--- src/cabpc_pkg.sv ---
package cabpc_pkg;

	// ****************************************
	// Register addresses and layouts
	// ****************************************
	localparam logic [7:0] ADDR_MODE = 8'hd9;
	localparam logic [7:0] ADDR_PWM  = 8'hdf;

	localparam logic [7:0] MODE_RESET = 8'h00;
	localparam logic [7:0] PWM_RESET  = 8'h00;

	localparam int MODE_IDLE_BIT    = 7;
	localparam int MODE_WDOG_BIT    = 6;
	localparam int MODE_SRC_LSB     = 1;
	localparam int MODE_CNT_IRQ_BIT = 0;

	localparam int PWM_RELOAD_BIT   = 7;
	localparam int PWM_CYC_IRQ_BIT  = 6;
	localparam int PWM_CYC_FLAG_BIT = 5;
	localparam int PWM_CLS_LSB      = 0;

	// ****************************************
	// Count sources and cycle lengths
	// ****************************************
	typedef enum logic [2:0] {
		SRC_DIV12 = 3'h0,
		SRC_DIV4  = 3'h1,
		SRC_T0OV  = 3'h2,
		SRC_FALL  = 3'h3,
		SRC_SYS   = 3'h4,
		SRC_EXT8  = 3'h5,
		SRC_RSV6  = 3'h6,
		SRC_RSV7  = 3'h7
	} cabpc_src_e;

	typedef enum logic [1:0] {
		CLS_8  = 2'h0,
		CLS_9  = 2'h1,
		CLS_10 = 2'h2,
		CLS_11 = 2'h3
	} cabpc_cls_e;

	localparam logic [3:0]  PRE_MAX_DIV12 = 4'hb;
	localparam logic [3:0]  PRE_MAX_DIV4  = 4'h3;
	localparam logic [2:0]  EXT_DIV_MAX   = 3'h7;
	localparam logic [15:0] CNT_MAX       = 16'hffff;
	localparam int          NUM_CHAN      = 6;

endpackage

--- src/cabpc_timebase.sv ---
`timescale 1ns/1ps
module cabpc_timebase (
	input  wire logic                    core_clk_in,             // System clock.
	input  wire logic                    rst_n_in,                // Async reset, low.
	input  wire logic                    clk_en_in,               // Freezes state when low.
	input  wire logic [7:0]              sfr_addr_in,             // Register address.
	input  wire logic                    sfr_wr_in,               // Write strobe.
	input  wire logic [7:0]              sfr_wdata_in,            // Write data.
	output logic      [7:0]              sfr_rdata_out,           // Read data, one cycle late.
	input  wire logic                    timer0_overflow_in,      // Timer zero overflow pulse.
	input  wire logic                    external_count_input_in, // Falling-edge count pin.
	input  wire logic                    external_clock_in,       // External clock pin.
	input  wire logic                    counter_flag_clear_in,   // Clears overflow flag.
	input  wire logic [5:0]              sixteen_bit_pwm_enable_in, // Per channel mode.
	output logic      [15:0]             main_counter_out,        // Counter value.
	output logic                         counter_overflow_flag_out, // Overflow flag.
	output logic                         reload_register_select_out, // Reload select.
	output logic      [1:0]              cycle_length_select_out, // Cycle length code.
	output logic      [5:0]              channel_cycle_wrap_out,  // Per channel wrap.
	output logic                         irq_out                  // Interrupt request.
);

	// ****************************************
	// State
	// ****************************************
	typedef struct packed {
		logic        idle;
		logic        wdog_en;
		logic [2:0]  src;
		logic        cnt_irq_en;
		logic        reload_sel;
		logic        cyc_irq_en;
		logic        cyc_flag;
		logic [1:0]  cls;
		logic [15:0] cnt;
		logic        cnt_flag;
		logic [3:0]  pre;
		logic [2:0]  ext_div;
		logic        cin_s1;
		logic        cin_s2;
		logic        cin_s3;
		logic        ext_s1;
		logic        ext_s2;
		logic        ext_s3;
		logic [7:0]  rdata;
	} cabpc_state_s;

	cabpc_state_s st_q;
	cabpc_state_s st_d;

	logic        tick;
	logic        cin_fall;
	logic        ext_rise;
	logic        ovf16;
	logic        cyc_hit;
	logic        wr_mode;
	logic        wr_pwm;
	logic [3:0]  pre_max;
	logic [15:0] cyc_mask;

	// Mask of the low counter bits that make up one PWM cycle.
	// Cycle length masks
	function automatic logic [15:0] cls_mask(input logic [1:0] cls);
		logic [15:0] m;
		m = 16'h00ff;
		case (cls)
			cabpc_pkg::CLS_8:  m = 16'h00ff;
			cabpc_pkg::CLS_9:  m = 16'h01ff;
			cabpc_pkg::CLS_10: m = 16'h03ff;
			cabpc_pkg::CLS_11: m = 16'h07ff;
			default:           m = 16'h00ff;
		endcase
		return m;
	endfunction

	// ****************************************
	// Register access decode
	// ****************************************
	assign wr_mode = sfr_wr_in && (sfr_addr_in == cabpc_pkg::ADDR_MODE);
	assign wr_pwm  = sfr_wr_in && (sfr_addr_in == cabpc_pkg::ADDR_PWM);

	// ****************************************
	// Count source selection
	// ****************************************
	// Edge detectors read only the second and third synchroniser stages.
	assign cin_fall = st_q.cin_s3 && !st_q.cin_s2;
	assign ext_rise = st_q.ext_s2 && !st_q.ext_s3;
	assign pre_max  = (st_q.src == cabpc_pkg::SRC_DIV12) ? cabpc_pkg::PRE_MAX_DIV12
	                                                     : cabpc_pkg::PRE_MAX_DIV4;

	always_comb begin
		tick = 1'b0;
		case (cabpc_pkg::cabpc_src_e'(st_q.src))
			cabpc_pkg::SRC_DIV12,
			cabpc_pkg::SRC_DIV4: tick = (st_q.pre == pre_max);
			cabpc_pkg::SRC_SYS:  tick = 1'b1;
			cabpc_pkg::SRC_T0OV: tick = timer0_overflow_in;
			cabpc_pkg::SRC_FALL: tick = cin_fall;
			cabpc_pkg::SRC_EXT8: tick = ext_rise && (st_q.ext_div == cabpc_pkg::EXT_DIV_MAX);
			default:             tick = 1'b0;
		endcase
	end

	// ****************************************
	// Overflow detection
	// ****************************************
	assign cyc_mask = cls_mask(st_q.cls);
	assign ovf16    = tick && (st_q.cnt == cabpc_pkg::CNT_MAX);
	assign cyc_hit  = tick && ((st_q.cnt & cyc_mask) == cyc_mask);

	// ****************************************
	// Next state
	// ****************************************
	always_comb begin
		st_d = st_q;
		st_d.cin_s1 = external_count_input_in;
		st_d.cin_s2 = st_q.cin_s1;
		st_d.cin_s3 = st_q.cin_s2;
		st_d.ext_s1 = external_clock_in;
		st_d.ext_s2 = st_q.ext_s1;
		st_d.ext_s3 = st_q.ext_s2;

		// The prescaler keeps its count across a switch between SRC_DIV12 and SRC_DIV4, so the first tick may come early.
		if ((st_q.src == cabpc_pkg::SRC_DIV12) || (st_q.src == cabpc_pkg::SRC_DIV4)) begin
			st_d.pre = (st_q.pre >= pre_max) ? 4'h0 : st_q.pre + 4'h1;
		end else begin
			st_d.pre = 4'h0;
		end

		if (ext_rise) begin
			st_d.ext_div = st_q.ext_div + 3'h1;
		end

		if (tick) begin
			st_d.cnt = st_q.cnt + 16'h1;
		end

		// Counter flag: a new overflow wins over a clear in the same cycle.
		if (counter_flag_clear_in) begin
			st_d.cnt_flag = 1'b0;
		end
		if (ovf16) begin
			st_d.cnt_flag = 1'b1;
		end

		if (wr_mode && !st_q.wdog_en) begin
			st_d.idle       = sfr_wdata_in[cabpc_pkg::MODE_IDLE_BIT];
			st_d.wdog_en    = sfr_wdata_in[cabpc_pkg::MODE_WDOG_BIT];
			st_d.src        = sfr_wdata_in[cabpc_pkg::MODE_SRC_LSB +: 3];
			st_d.cnt_irq_en = sfr_wdata_in[cabpc_pkg::MODE_CNT_IRQ_BIT];
		end

		if (wr_pwm) begin
			st_d.reload_sel = sfr_wdata_in[cabpc_pkg::PWM_RELOAD_BIT];
			st_d.cyc_irq_en = sfr_wdata_in[cabpc_pkg::PWM_CYC_IRQ_BIT];
			st_d.cyc_flag   = sfr_wdata_in[cabpc_pkg::PWM_CYC_FLAG_BIT];
			st_d.cls        = sfr_wdata_in[cabpc_pkg::PWM_CLS_LSB +: 2];
		end
		if (cyc_hit) begin
			st_d.cyc_flag = 1'b1;
		end

		// Reserved bits read as zero.
		case (sfr_addr_in)
			cabpc_pkg::ADDR_MODE: st_d.rdata = {st_q.idle, st_q.wdog_en, 2'b00,
			                                    st_q.src, st_q.cnt_irq_en};
			cabpc_pkg::ADDR_PWM:  st_d.rdata = {st_q.reload_sel, st_q.cyc_irq_en, st_q.cyc_flag,
			                                    3'b000, st_q.cls};
			default:              st_d.rdata = 8'h00;
		endcase
	end

	always_ff @(posedge core_clk_in or negedge rst_n_in) begin
		if (!rst_n_in) begin
			st_q       <= '0;
			st_q.idle       <= cabpc_pkg::MODE_RESET[cabpc_pkg::MODE_IDLE_BIT];
			st_q.wdog_en    <= cabpc_pkg::MODE_RESET[cabpc_pkg::MODE_WDOG_BIT];
			st_q.src        <= cabpc_pkg::MODE_RESET[cabpc_pkg::MODE_SRC_LSB +: 3];
			st_q.cnt_irq_en <= cabpc_pkg::MODE_RESET[cabpc_pkg::MODE_CNT_IRQ_BIT];
			st_q.reload_sel <= cabpc_pkg::PWM_RESET[cabpc_pkg::PWM_RELOAD_BIT];
			st_q.cyc_irq_en <= cabpc_pkg::PWM_RESET[cabpc_pkg::PWM_CYC_IRQ_BIT];
			st_q.cyc_flag   <= cabpc_pkg::PWM_RESET[cabpc_pkg::PWM_CYC_FLAG_BIT];
			st_q.cls        <= cabpc_pkg::PWM_RESET[cabpc_pkg::PWM_CLS_LSB +: 2];
		end else if (clk_en_in) begin
			st_q <= st_d;
		end
	end

	// ****************************************
	// Outputs
	// ****************************************
	assign sfr_rdata_out             = st_q.rdata;
	assign main_counter_out          = st_q.cnt;
	assign counter_overflow_flag_out = st_q.cnt_flag;
	assign cycle_length_select_out   = st_q.cls;
	assign reload_register_select_out = st_q.reload_sel;

	// Sixteen-bit channels wrap on full count
	always_comb begin
		for (int i = 0; i < cabpc_pkg::NUM_CHAN; i++) begin
			channel_cycle_wrap_out[i] = sixteen_bit_pwm_enable_in[i] ? ovf16 : cyc_hit;
		end
	end

	assign irq_out = (st_q.cnt_flag && st_q.cnt_irq_en) || (st_q.cyc_flag && st_q.cyc_irq_en);

	// ****************************************
	// Checks
	// ****************************************
	property p_div12;
		@(posedge core_clk_in) disable iff (!rst_n_in)
		clk_en_in && (st_q.src == cabpc_pkg::SRC_DIV12) && tick
		|-> st_q.pre == cabpc_pkg::PRE_MAX_DIV12;
	endproperty
	a_div12: assert property (p_div12) else $error("div12 tick off count");

	// A tick must return exactly four enabled cycles later while the source stays put.
	property p_div4;
		@(posedge core_clk_in) disable iff (!rst_n_in)
		clk_en_in && (st_q.src == cabpc_pkg::SRC_DIV4) && tick
		##1 (clk_en_in && (st_q.src == cabpc_pkg::SRC_DIV4)) [*3]
		|=> (st_q.src != cabpc_pkg::SRC_DIV4) || tick;
	endproperty
	a_div4: assert property (p_div4) else $error("div4 tick spacing wrong");

	property p_sys;
		@(posedge core_clk_in) disable iff (!rst_n_in)
		clk_en_in && (st_q.src == cabpc_pkg::SRC_SYS) && !wr_mode
		|=> st_q.cnt == $past(st_q.cnt) + 16'h1;
	endproperty
	a_sys: assert property (p_sys) else $error("counter missed system clock");

	property p_t0;
		@(posedge core_clk_in) disable iff (!rst_n_in)
		clk_en_in && (st_q.src == cabpc_pkg::SRC_T0OV) && timer0_overflow_in
		|=> st_q.cnt == $past(st_q.cnt) + 16'h1;
	endproperty
	a_t0: assert property (p_t0) else $error("timer zero overflow not counted");

	property p_rsv;
		@(posedge core_clk_in) disable iff (!rst_n_in)
		clk_en_in && (st_q.src[2:1] == 2'b11) && !wr_mode |=> $stable(st_q.cnt);
	endproperty
	a_rsv: assert property (p_rsv) else $error("reserved source counted");

	property p_fall;
		@(posedge core_clk_in) disable iff (!rst_n_in)
		(st_q.src == cabpc_pkg::SRC_FALL) && tick |-> st_q.cin_s3 && !st_q.cin_s2;
	endproperty
	a_fall: assert property (p_fall) else $error("count without falling edge");

	property p_ext8;
		@(posedge core_clk_in) disable iff (!rst_n_in)
		(st_q.src == cabpc_pkg::SRC_EXT8) && tick
		|-> ext_rise && st_q.ext_div == cabpc_pkg::EXT_DIV_MAX;
	endproperty
	a_ext8: assert property (p_ext8) else $error("external divide wrong");

	property p_cnt_irq;
		@(posedge core_clk_in) disable iff (!rst_n_in)
		!st_q.cnt_irq_en && !(st_q.cyc_flag && st_q.cyc_irq_en) |-> !irq_out;
	endproperty
	a_cnt_irq: assert property (p_cnt_irq) else $error("request while masked");

	property p_cov_irq;
		@(posedge core_clk_in) disable iff (!rst_n_in)
		clk_en_in && cyc_hit && st_q.cyc_irq_en && !wr_pwm |=> irq_out;
	endproperty
	a_cov_irq: assert property (p_cov_irq) else $error("cycle overflow no irq");

	property p_cyc_flag_set;
		@(posedge core_clk_in) disable iff (!rst_n_in)
		clk_en_in && tick && ((st_q.cnt & cls_mask(st_q.cls)) == cls_mask(st_q.cls))
		|=> st_q.cyc_flag;
	endproperty
	a_cyc_flag_set: assert property (p_cyc_flag_set) else $error("cycle flag not set");

	property p_cyc_flag_hold;
		@(posedge core_clk_in) disable iff (!rst_n_in)
		st_q.cyc_flag && !(clk_en_in && wr_pwm) |=> st_q.cyc_flag;
	endproperty
	a_cyc_flag_hold: assert property (p_cyc_flag_hold) else $error("cycle flag lost");

	property p_lock;
		@(posedge core_clk_in) disable iff (!rst_n_in)
		st_q.wdog_en && wr_mode
		|=> $stable(st_q.src) && $stable(st_q.cnt_irq_en) && st_q.wdog_en;
	endproperty
	a_lock: assert property (p_lock) else $error("mode write while locked");

	property p_wrap16;
		@(posedge core_clk_in) disable iff (!rst_n_in)
		sixteen_bit_pwm_enable_in[0] && channel_cycle_wrap_out[0]
		|-> main_counter_out == cabpc_pkg::CNT_MAX;
	endproperty
	a_wrap16: assert property (p_wrap16) else $error("sixteen bit wrap early");

endmodule

--- config.mk ---
export PLATFORM = sky130hd
export DESIGN_NAME = cabpc_timebase
export DESIGN_NICKNAME = d
export VERILOG_FILES = /design/src/cabpc_pkg.sv /design/src/cabpc_timebase.sv
export SDC_FILE = /design/constraint.sdc
export NUM_CORES = 1
export LEC_CHECK = 0
export BUFFER_PORTS_ARGS = -buffer_cell sky130_fd_sc_hd__buf_2
export CAP_MARGIN = 20
export CORE_MARGIN = 3
export CORE_UTILIZATION = 45
export CTS_CLUSTER_DIAMETER = 40
export DETAILED_ROUTE_END_ITERATION = 8
export GPL_TIMING_DRIVEN = 0
export PLACE_DENSITY = 0.69
export RECOVER_POWER = 100
export SLEW_MARGIN = 25
export SYNTH_ARGS = -nofsm -noshare
export SYNTH_HDL_FRONTEND = slang
export SYNTH_SLANG_ARGS = --single-unit
export TNS_END_PERCENT = 50
--- constraint.sdc ---
create_clock -name core_clk_in -period 5.2 [get_ports core_clk_in]
set_clock_uncertainty 0.15 [all_clocks]
set_input_delay 0.52 -clock core_clk_in [delete_from_list [all_inputs] [get_ports core_clk_in]]
set_output_delay 0.52 -clock core_clk_in [all_outputs]
set_load 0.02 [all_outputs]
After elaboration in Yosys (flattened, before gate mapping)
Index checks and enable logic that the tools add are counted.
{"block": "word_totals", "regBits": 49, "inputBits": 30, "out_inout_bits": 35, "wordCells": 80}
{"block": "op_classes", "n_addsub": 3, "order_cmp": 1, "n_eq_ne": 14, "n_mux": 16, "n_bitwise": 1, "reduce_logical": 26}
{"op": "16-bit one-hot mux with 4 select lines", "n": 1}
{"op": "16-bit by 1-bit adder with 16-bit output (second input constant)", "n": 1}
{"op": "16-bit AND", "n": 1}
{"op": "16-bit == test", "n": 1}
{"op": "16-bit == test (second input constant)", "n": 1}
{"op": "8-bit == test (second input constant)", "n": 2}
{"op": "8-bit one-hot mux with 2 select lines", "n": 1}
{"op": "4-bit 2-to-1 mux", "n": 3}
{"op": "2-bit AND reduction", "n": 6}
{"op": "1-bit logical AND", "n": 10}
{"op": "3-bit == test (second input constant)", "n": 3}
{"op": "1-bit 2-to-1 mux", "n": 9}
{"op": "3-bit by 2-bit == test with 1-bit output (second input constant)", "n": 2}
{"op": "1-bit one-hot mux with 5 select lines", "n": 1}
{"op": "4-bit by 1-bit adder with 4-bit output (second input constant)", "n": 1}
{"op": "2-bit == test (second input constant)", "n": 2}
{"op": "4-bit == test", "n": 1}
{"op": "4-bit greater-or-equal comparator", "n": 1}
{"op": "2-bit nonzero test", "n": 2}
{"op": "3-bit by 1-bit adder with 3-bit output (second input constant)", "n": 1}
{"op": "3-bit by 1-bit == test with 1-bit output (second input constant)", "n": 1}
{"op": "1-bit logical NOT", "n": 3}
{"op": "3-bit logical NOT", "n": 1}
{"op": "3-bit 2-to-1 mux", "n": 1}
{"op": "other kinds (4)", "n": 5}

Depth between registers and ports, before layout
{"block": "logic_depth", "word_depth": 7, "mapped_depth": 7, "depth_no_buf": 6}

Worst setup path before layout
No wires, ideal clock.
{"block": "synth_timing", "path_type": "register -> output", "start": "register st_q[46] in the netlist's numbering", "end": "output channel_cycle_wrap_out[0]", "arrival_ns": 2.016, "t_required_ns": 4.530, "setup_slack_ns": 2.514, "path_stages_with_launch": 8, "n_path_buf": 2, "cell_sequence": "dfrtp_1 > buf_4 > or3_1 > ha_1 > a311oi_1 > or2_2 > clkbuf_1 > a21oi_1"}
{"block": "synth_via", "elab_chain_len": 6, "elab_cells_between_ends": 13, "classes_between": "eq/ne: 6; mux: 3; reduce/logical: 4"}
{"element": "from (decl)", "line_no": "cabpc_timebase.sv:48", "rtl": "cabpc_state_s st_q;"}
{"element": "from (signal assigned)", "line_no": "cabpc_timebase.sv:185", "rtl": "st_q <= st_d;"}
{"element": "3-bit logical NOT", "line_no": "cabpc_timebase.sv:88, cabpc_timebase.sv:93"}
{"element": "4-bit 2-to-1 mux", "line_no": "cabpc_timebase.sv:88", "rtl": "assign pre_max = (st_q.src == cabpc_pkg::SRC_DIV12) ? cabpc_pkg::PRE_MAX_DIV12"}
{"element": "4-bit == test", "line_no": "cabpc_timebase.sv:95", "rtl": "cabpc_pkg::SRC_DIV4: tick = (st_q.pre == pre_max);"}
{"element": "1-bit one-hot mux with 5 select lines *", "line_no": "cabpc_timebase.sv:93", "rtl": "case (cabpc_pkg::cabpc_src_e'(st_q.src))"}
{"element": "1-bit logical AND (on tied branches)", "line_no": "cabpc_timebase.sv:109, cabpc_timebase.sv:108"}
{"element": "1-bit 2-to-1 mux *", "line_no": "cabpc_timebase.sv:201", "rtl": "channel_cycle_wrap_out[i] = sixteen_bit_pwm_enable_in[i] ? ovf16 : cyc_hit;"}
{"element": "to (decl)", "line_no": "cabpc_timebase.sv:19", "rtl": "output logic [5:0] channel_cycle_wrap_out,"}
Every way passes the cells marked *; elsewhere a longest branch is shown, timed or not.

Final worst setup path
{"block": "layout_timing", "start": "register st_q[46] in the netlist's numbering", "end": "output channel_cycle_wrap_out[1]"}
Same word-level chain as after synthesis.

==> results.sh <==
export IMPL_status="finished, violations left"
export IMPL_violations="capacitance limit, slew limit"
export IMPL_startpoint="st_q[46]"
export IMPL_synthAdderAreaFrac_pct=2.35
export IMPL_yosys_area_share_simple_pct=19.5
export IMPL_tns_ns=0
export IMPL_max_stage_delay_ns=0.41
export IMPL_vias=2014
export IMPL_postSynthAreaPerCell_um2=10.7
export IMPL_cp_data_arrival_time_ns=2.60
export IMPL_topRoutingLayerUsed="met4"
export IMPL_post_drt_wl_per_cell_um=14.2
export IMPL_path_cells="clkbuf_1, or3_1, ha_1, a311oi_1, or2_2, clkbuf_1, a21oi_1, clkbuf_1"
export IMPL_coreArea_um2=5610
export IMPL_wl_um=5530
export IMPL_layout_commonest_cell="dfrtp_1"
export IMPL_clk_pin_slew_worst_paths_ns=0.09
export IMPL_min_from="sfr_wdata_in[6]"
export IMPL_crit_top_cell="clkbuf_1"
export IMPL_cts_num_sinks=48
export IMPL_num_fill_cells=541
export IMPL_max_vdd_ir_drop_mv=0.188
export IMPL_yosysUniqueCellTypes=47
export IMPL_multi_input_area_um2=1140
export IMPL_port_buffers=62
export IMPL_root_buffer="clkbuf_8"
export IMPL_most_common_layout_cells="dfrtp_1, clkbuf_1, buf_2"
export IMPL_io_pins=65
export IMPL_area_growth_pct=15.6
export IMPL_rsz0062_at_grt="false"
export IMPL_cts_resized=0
export IMPL_synth_xor_area_share_pct=5.27
export IMPL_antenna_left=0
export IMPL_netlist_area_um2=2660
export IMPL_netlist_area_leader_share_pct=45.2
export IMPL_hpwl_um=4070
export IMPL_worst_slew_pin_slew_ns=2.52
export IMPL_grt_max_degree=49
export IMPL_synth_edf_count=0
export IMPL_vias_per_cell=5.16
export IMPL_syn_inst=248
export IMPL_timing_rr_start="st_q[46]"
export IMPL_grt_pass1_wl_um=9470
export IMPL_ff_latch_area_um2=1200
export IMPL_yosys_register_bits=48
export IMPL_p_per_area_nw_per_um2=284
export IMPL_min_period_ns=3.27
export IMPL_setup_viol=0
export IMPL_yosys_area_top_type="dfrtp_1"
export IMPL_fmax_mhz=306
export IMPL_diodes=0
export IMPL_cts_path_max_buffers=2
export IMPL_cts_inserted_buffers=5
export IMPL_ctsHoldBuffers=0
export IMPL_synth_ff_type="dfrtp_1"
export IMPL_synth_top_family_by_area="simple AND/OR/NAND/NOR gates"
export IMPL_drv_slew=49
export IMPL_cap_violations=1
export IMPL_cp_required_ns=4.53
export IMPL_dr_wl_met2_um=2630
export IMPL_initial_core_util_pct=47.4
export IMPL_grt_use_total_pct=16.6
export IMPL_drcViolationCount=0
export IMPL_clock_latency_ns=0.30
export IMPL_grt_overflow=0
export IMPL_cp_end_kind="primary output"
export IMPL_finalHoldViolCount=0
export IMPL_leakage_nw=1.42
export IMPL_fp_dieW_um=82.9
export IMPL_first_pass_iters=4
export IMPL_ys_seq_area_share_pct=45.2
export IMPL_antenna_found_initial=0
export IMPL_crit_type="flop to primary output"
export IMPL_nets=352
export IMPL_postCtsSetupRepairBufs=0
export IMPL_setup_slack_ns=1.93
export IMPL_grt_pass1_vias=1956
export IMPL_hp_class="input pin to flop"
export IMPL_drtIter0Drc=96
export IMPL_wl_met3_um=271
export IMPL_cp_max_fo=9
export IMPL_muxShareOfSynthArea_pct=8.38
export IMPL_drive_gt1_share_pct=26.4
export IMPL_fp_row_count=27
export IMPL_syn_nets=283
export IMPL_cts_tree="done"
export IMPL_slowest_stage="or3_1"
export IMPL_min_period_over_period_pct=62.9
export IMPL_max_slew_margin_pct=-68.3
export IMPL_start_kind="flop"
export IMPL_synth_warnings=0
export IMPL_synth_async_reset_ratio_pct=100
export IMPL_post_place_ws_ns=2.39
export IMPL_globalplace_congestion=0.744
export IMPL_die_area_um2=6860
export IMPL_timing_hold_ws_ns=0.294
export IMPL_m1WireLength_um=2550
export IMPL_die_height_um=82.9
export IMPL_synth_compound_area_share_pct=8.90
export IMPL_htreeDepth=2
export IMPL_synth_area_leaders="dfrtp_1, buf_4, mux2_2"
==> power by group <==
group	leakage [nW]	internal, W	switching, W
registers	0.642	0.000415	0.0000343
clock network	0.0552	0.000143	0.000124
logic	0.726	0.0000781	0.0000784
total	1.42	0.000635	0.000237
==> per-stage QoR <==
step                utilization (%)  std cells  instance area [um^2]  total power [W]
global placement               54.5        382                  3060         0.000614
global route                   54.8        390                  3070         0.000916
CTS                            56.5        390                  3170         0.000887
finish                         54.8        390                  3070         0.000872
detailed placement             54.6        382                  3060         0.000621
floorplan                         -        248                  2660         0.000565
==> cells by family after synthesis <==
kind of cell             Yosys count
AND/OR/NAND/NOR                   80
flip-flops                        48
buffers and inverters             45
AO/OA/AOI/OAI                     33
multiplexers                      20
XOR/XNOR                          16
adder cells (fa/ha/maj)            5
other                              1
==> worst max-delay path, delay by kind of cell, from the launching register on <==
kind,cells,cell delay (ns)
and+or+nand+nor,2,0.72
adders and majority gates,1,0.31
DFF,1,0.37
buffers and inverters,3,0.65
AOI/OAI and AO/OA,2,0.26
==> per-layer routing <==
metal / GRT usage [%] / vias to the layer above
met5: 0 / -
li1: - / 1004
met1: 22.1 / 957
met2: 26.7 / 44
met3: 3.97 / 9
met4: 4.90 / 0
==> cell usage after synthesis (all sizes together), types with 6 or more instances <==
cell type / instances
dfrtp: 48
xor2: 7
buf: 29
nand4b: 9
nand2: 15
a21oi: 6
o21ai: 10
mux2: 18
xnor2: 9
nand3: 18
inv: 11
==> sequential cells by signal, summed over array words and instances (netlist names) <==
register                    cells
counter_overflow_flag_out       1
sfr_rdata_out                   7
st_q                           17
main_counter_out               16
st_d                            4
reload_register_select_out      1
cycle_length_select_out         2
==> worst paths after layout <==
check | endpoint | slack, ns | cells past startpoint
worst min register to register | st_q[14] | 0.33 | 1
worst max-delay path | channel_cycle_wrap_out[1] | 1.93 | 8
worst min-delay path | st_q[47] | 0.29 | 2
min in group asynchronous | sfr_rdata_out[5] | 0.83 | 1
max in group asynchronous | main_counter_out[0] | 2.63 | 1
worst max register to register | main_counter_out[5] | 2.44 | 7
==> final cells by class <==
type                            instances  area share [%]
Timing Repair Buffer                   62            8.68
Inverter                               11            1.34
Multi-Input combinational cell        155            37.1
Clock buffer                            6            2.36
Tap cell                               72            2.93
Buffer                                 34            7.37
Sequential cell                        48            39.1
Clock inverter                          2            1.14
(Power assumes the default switching activity.)
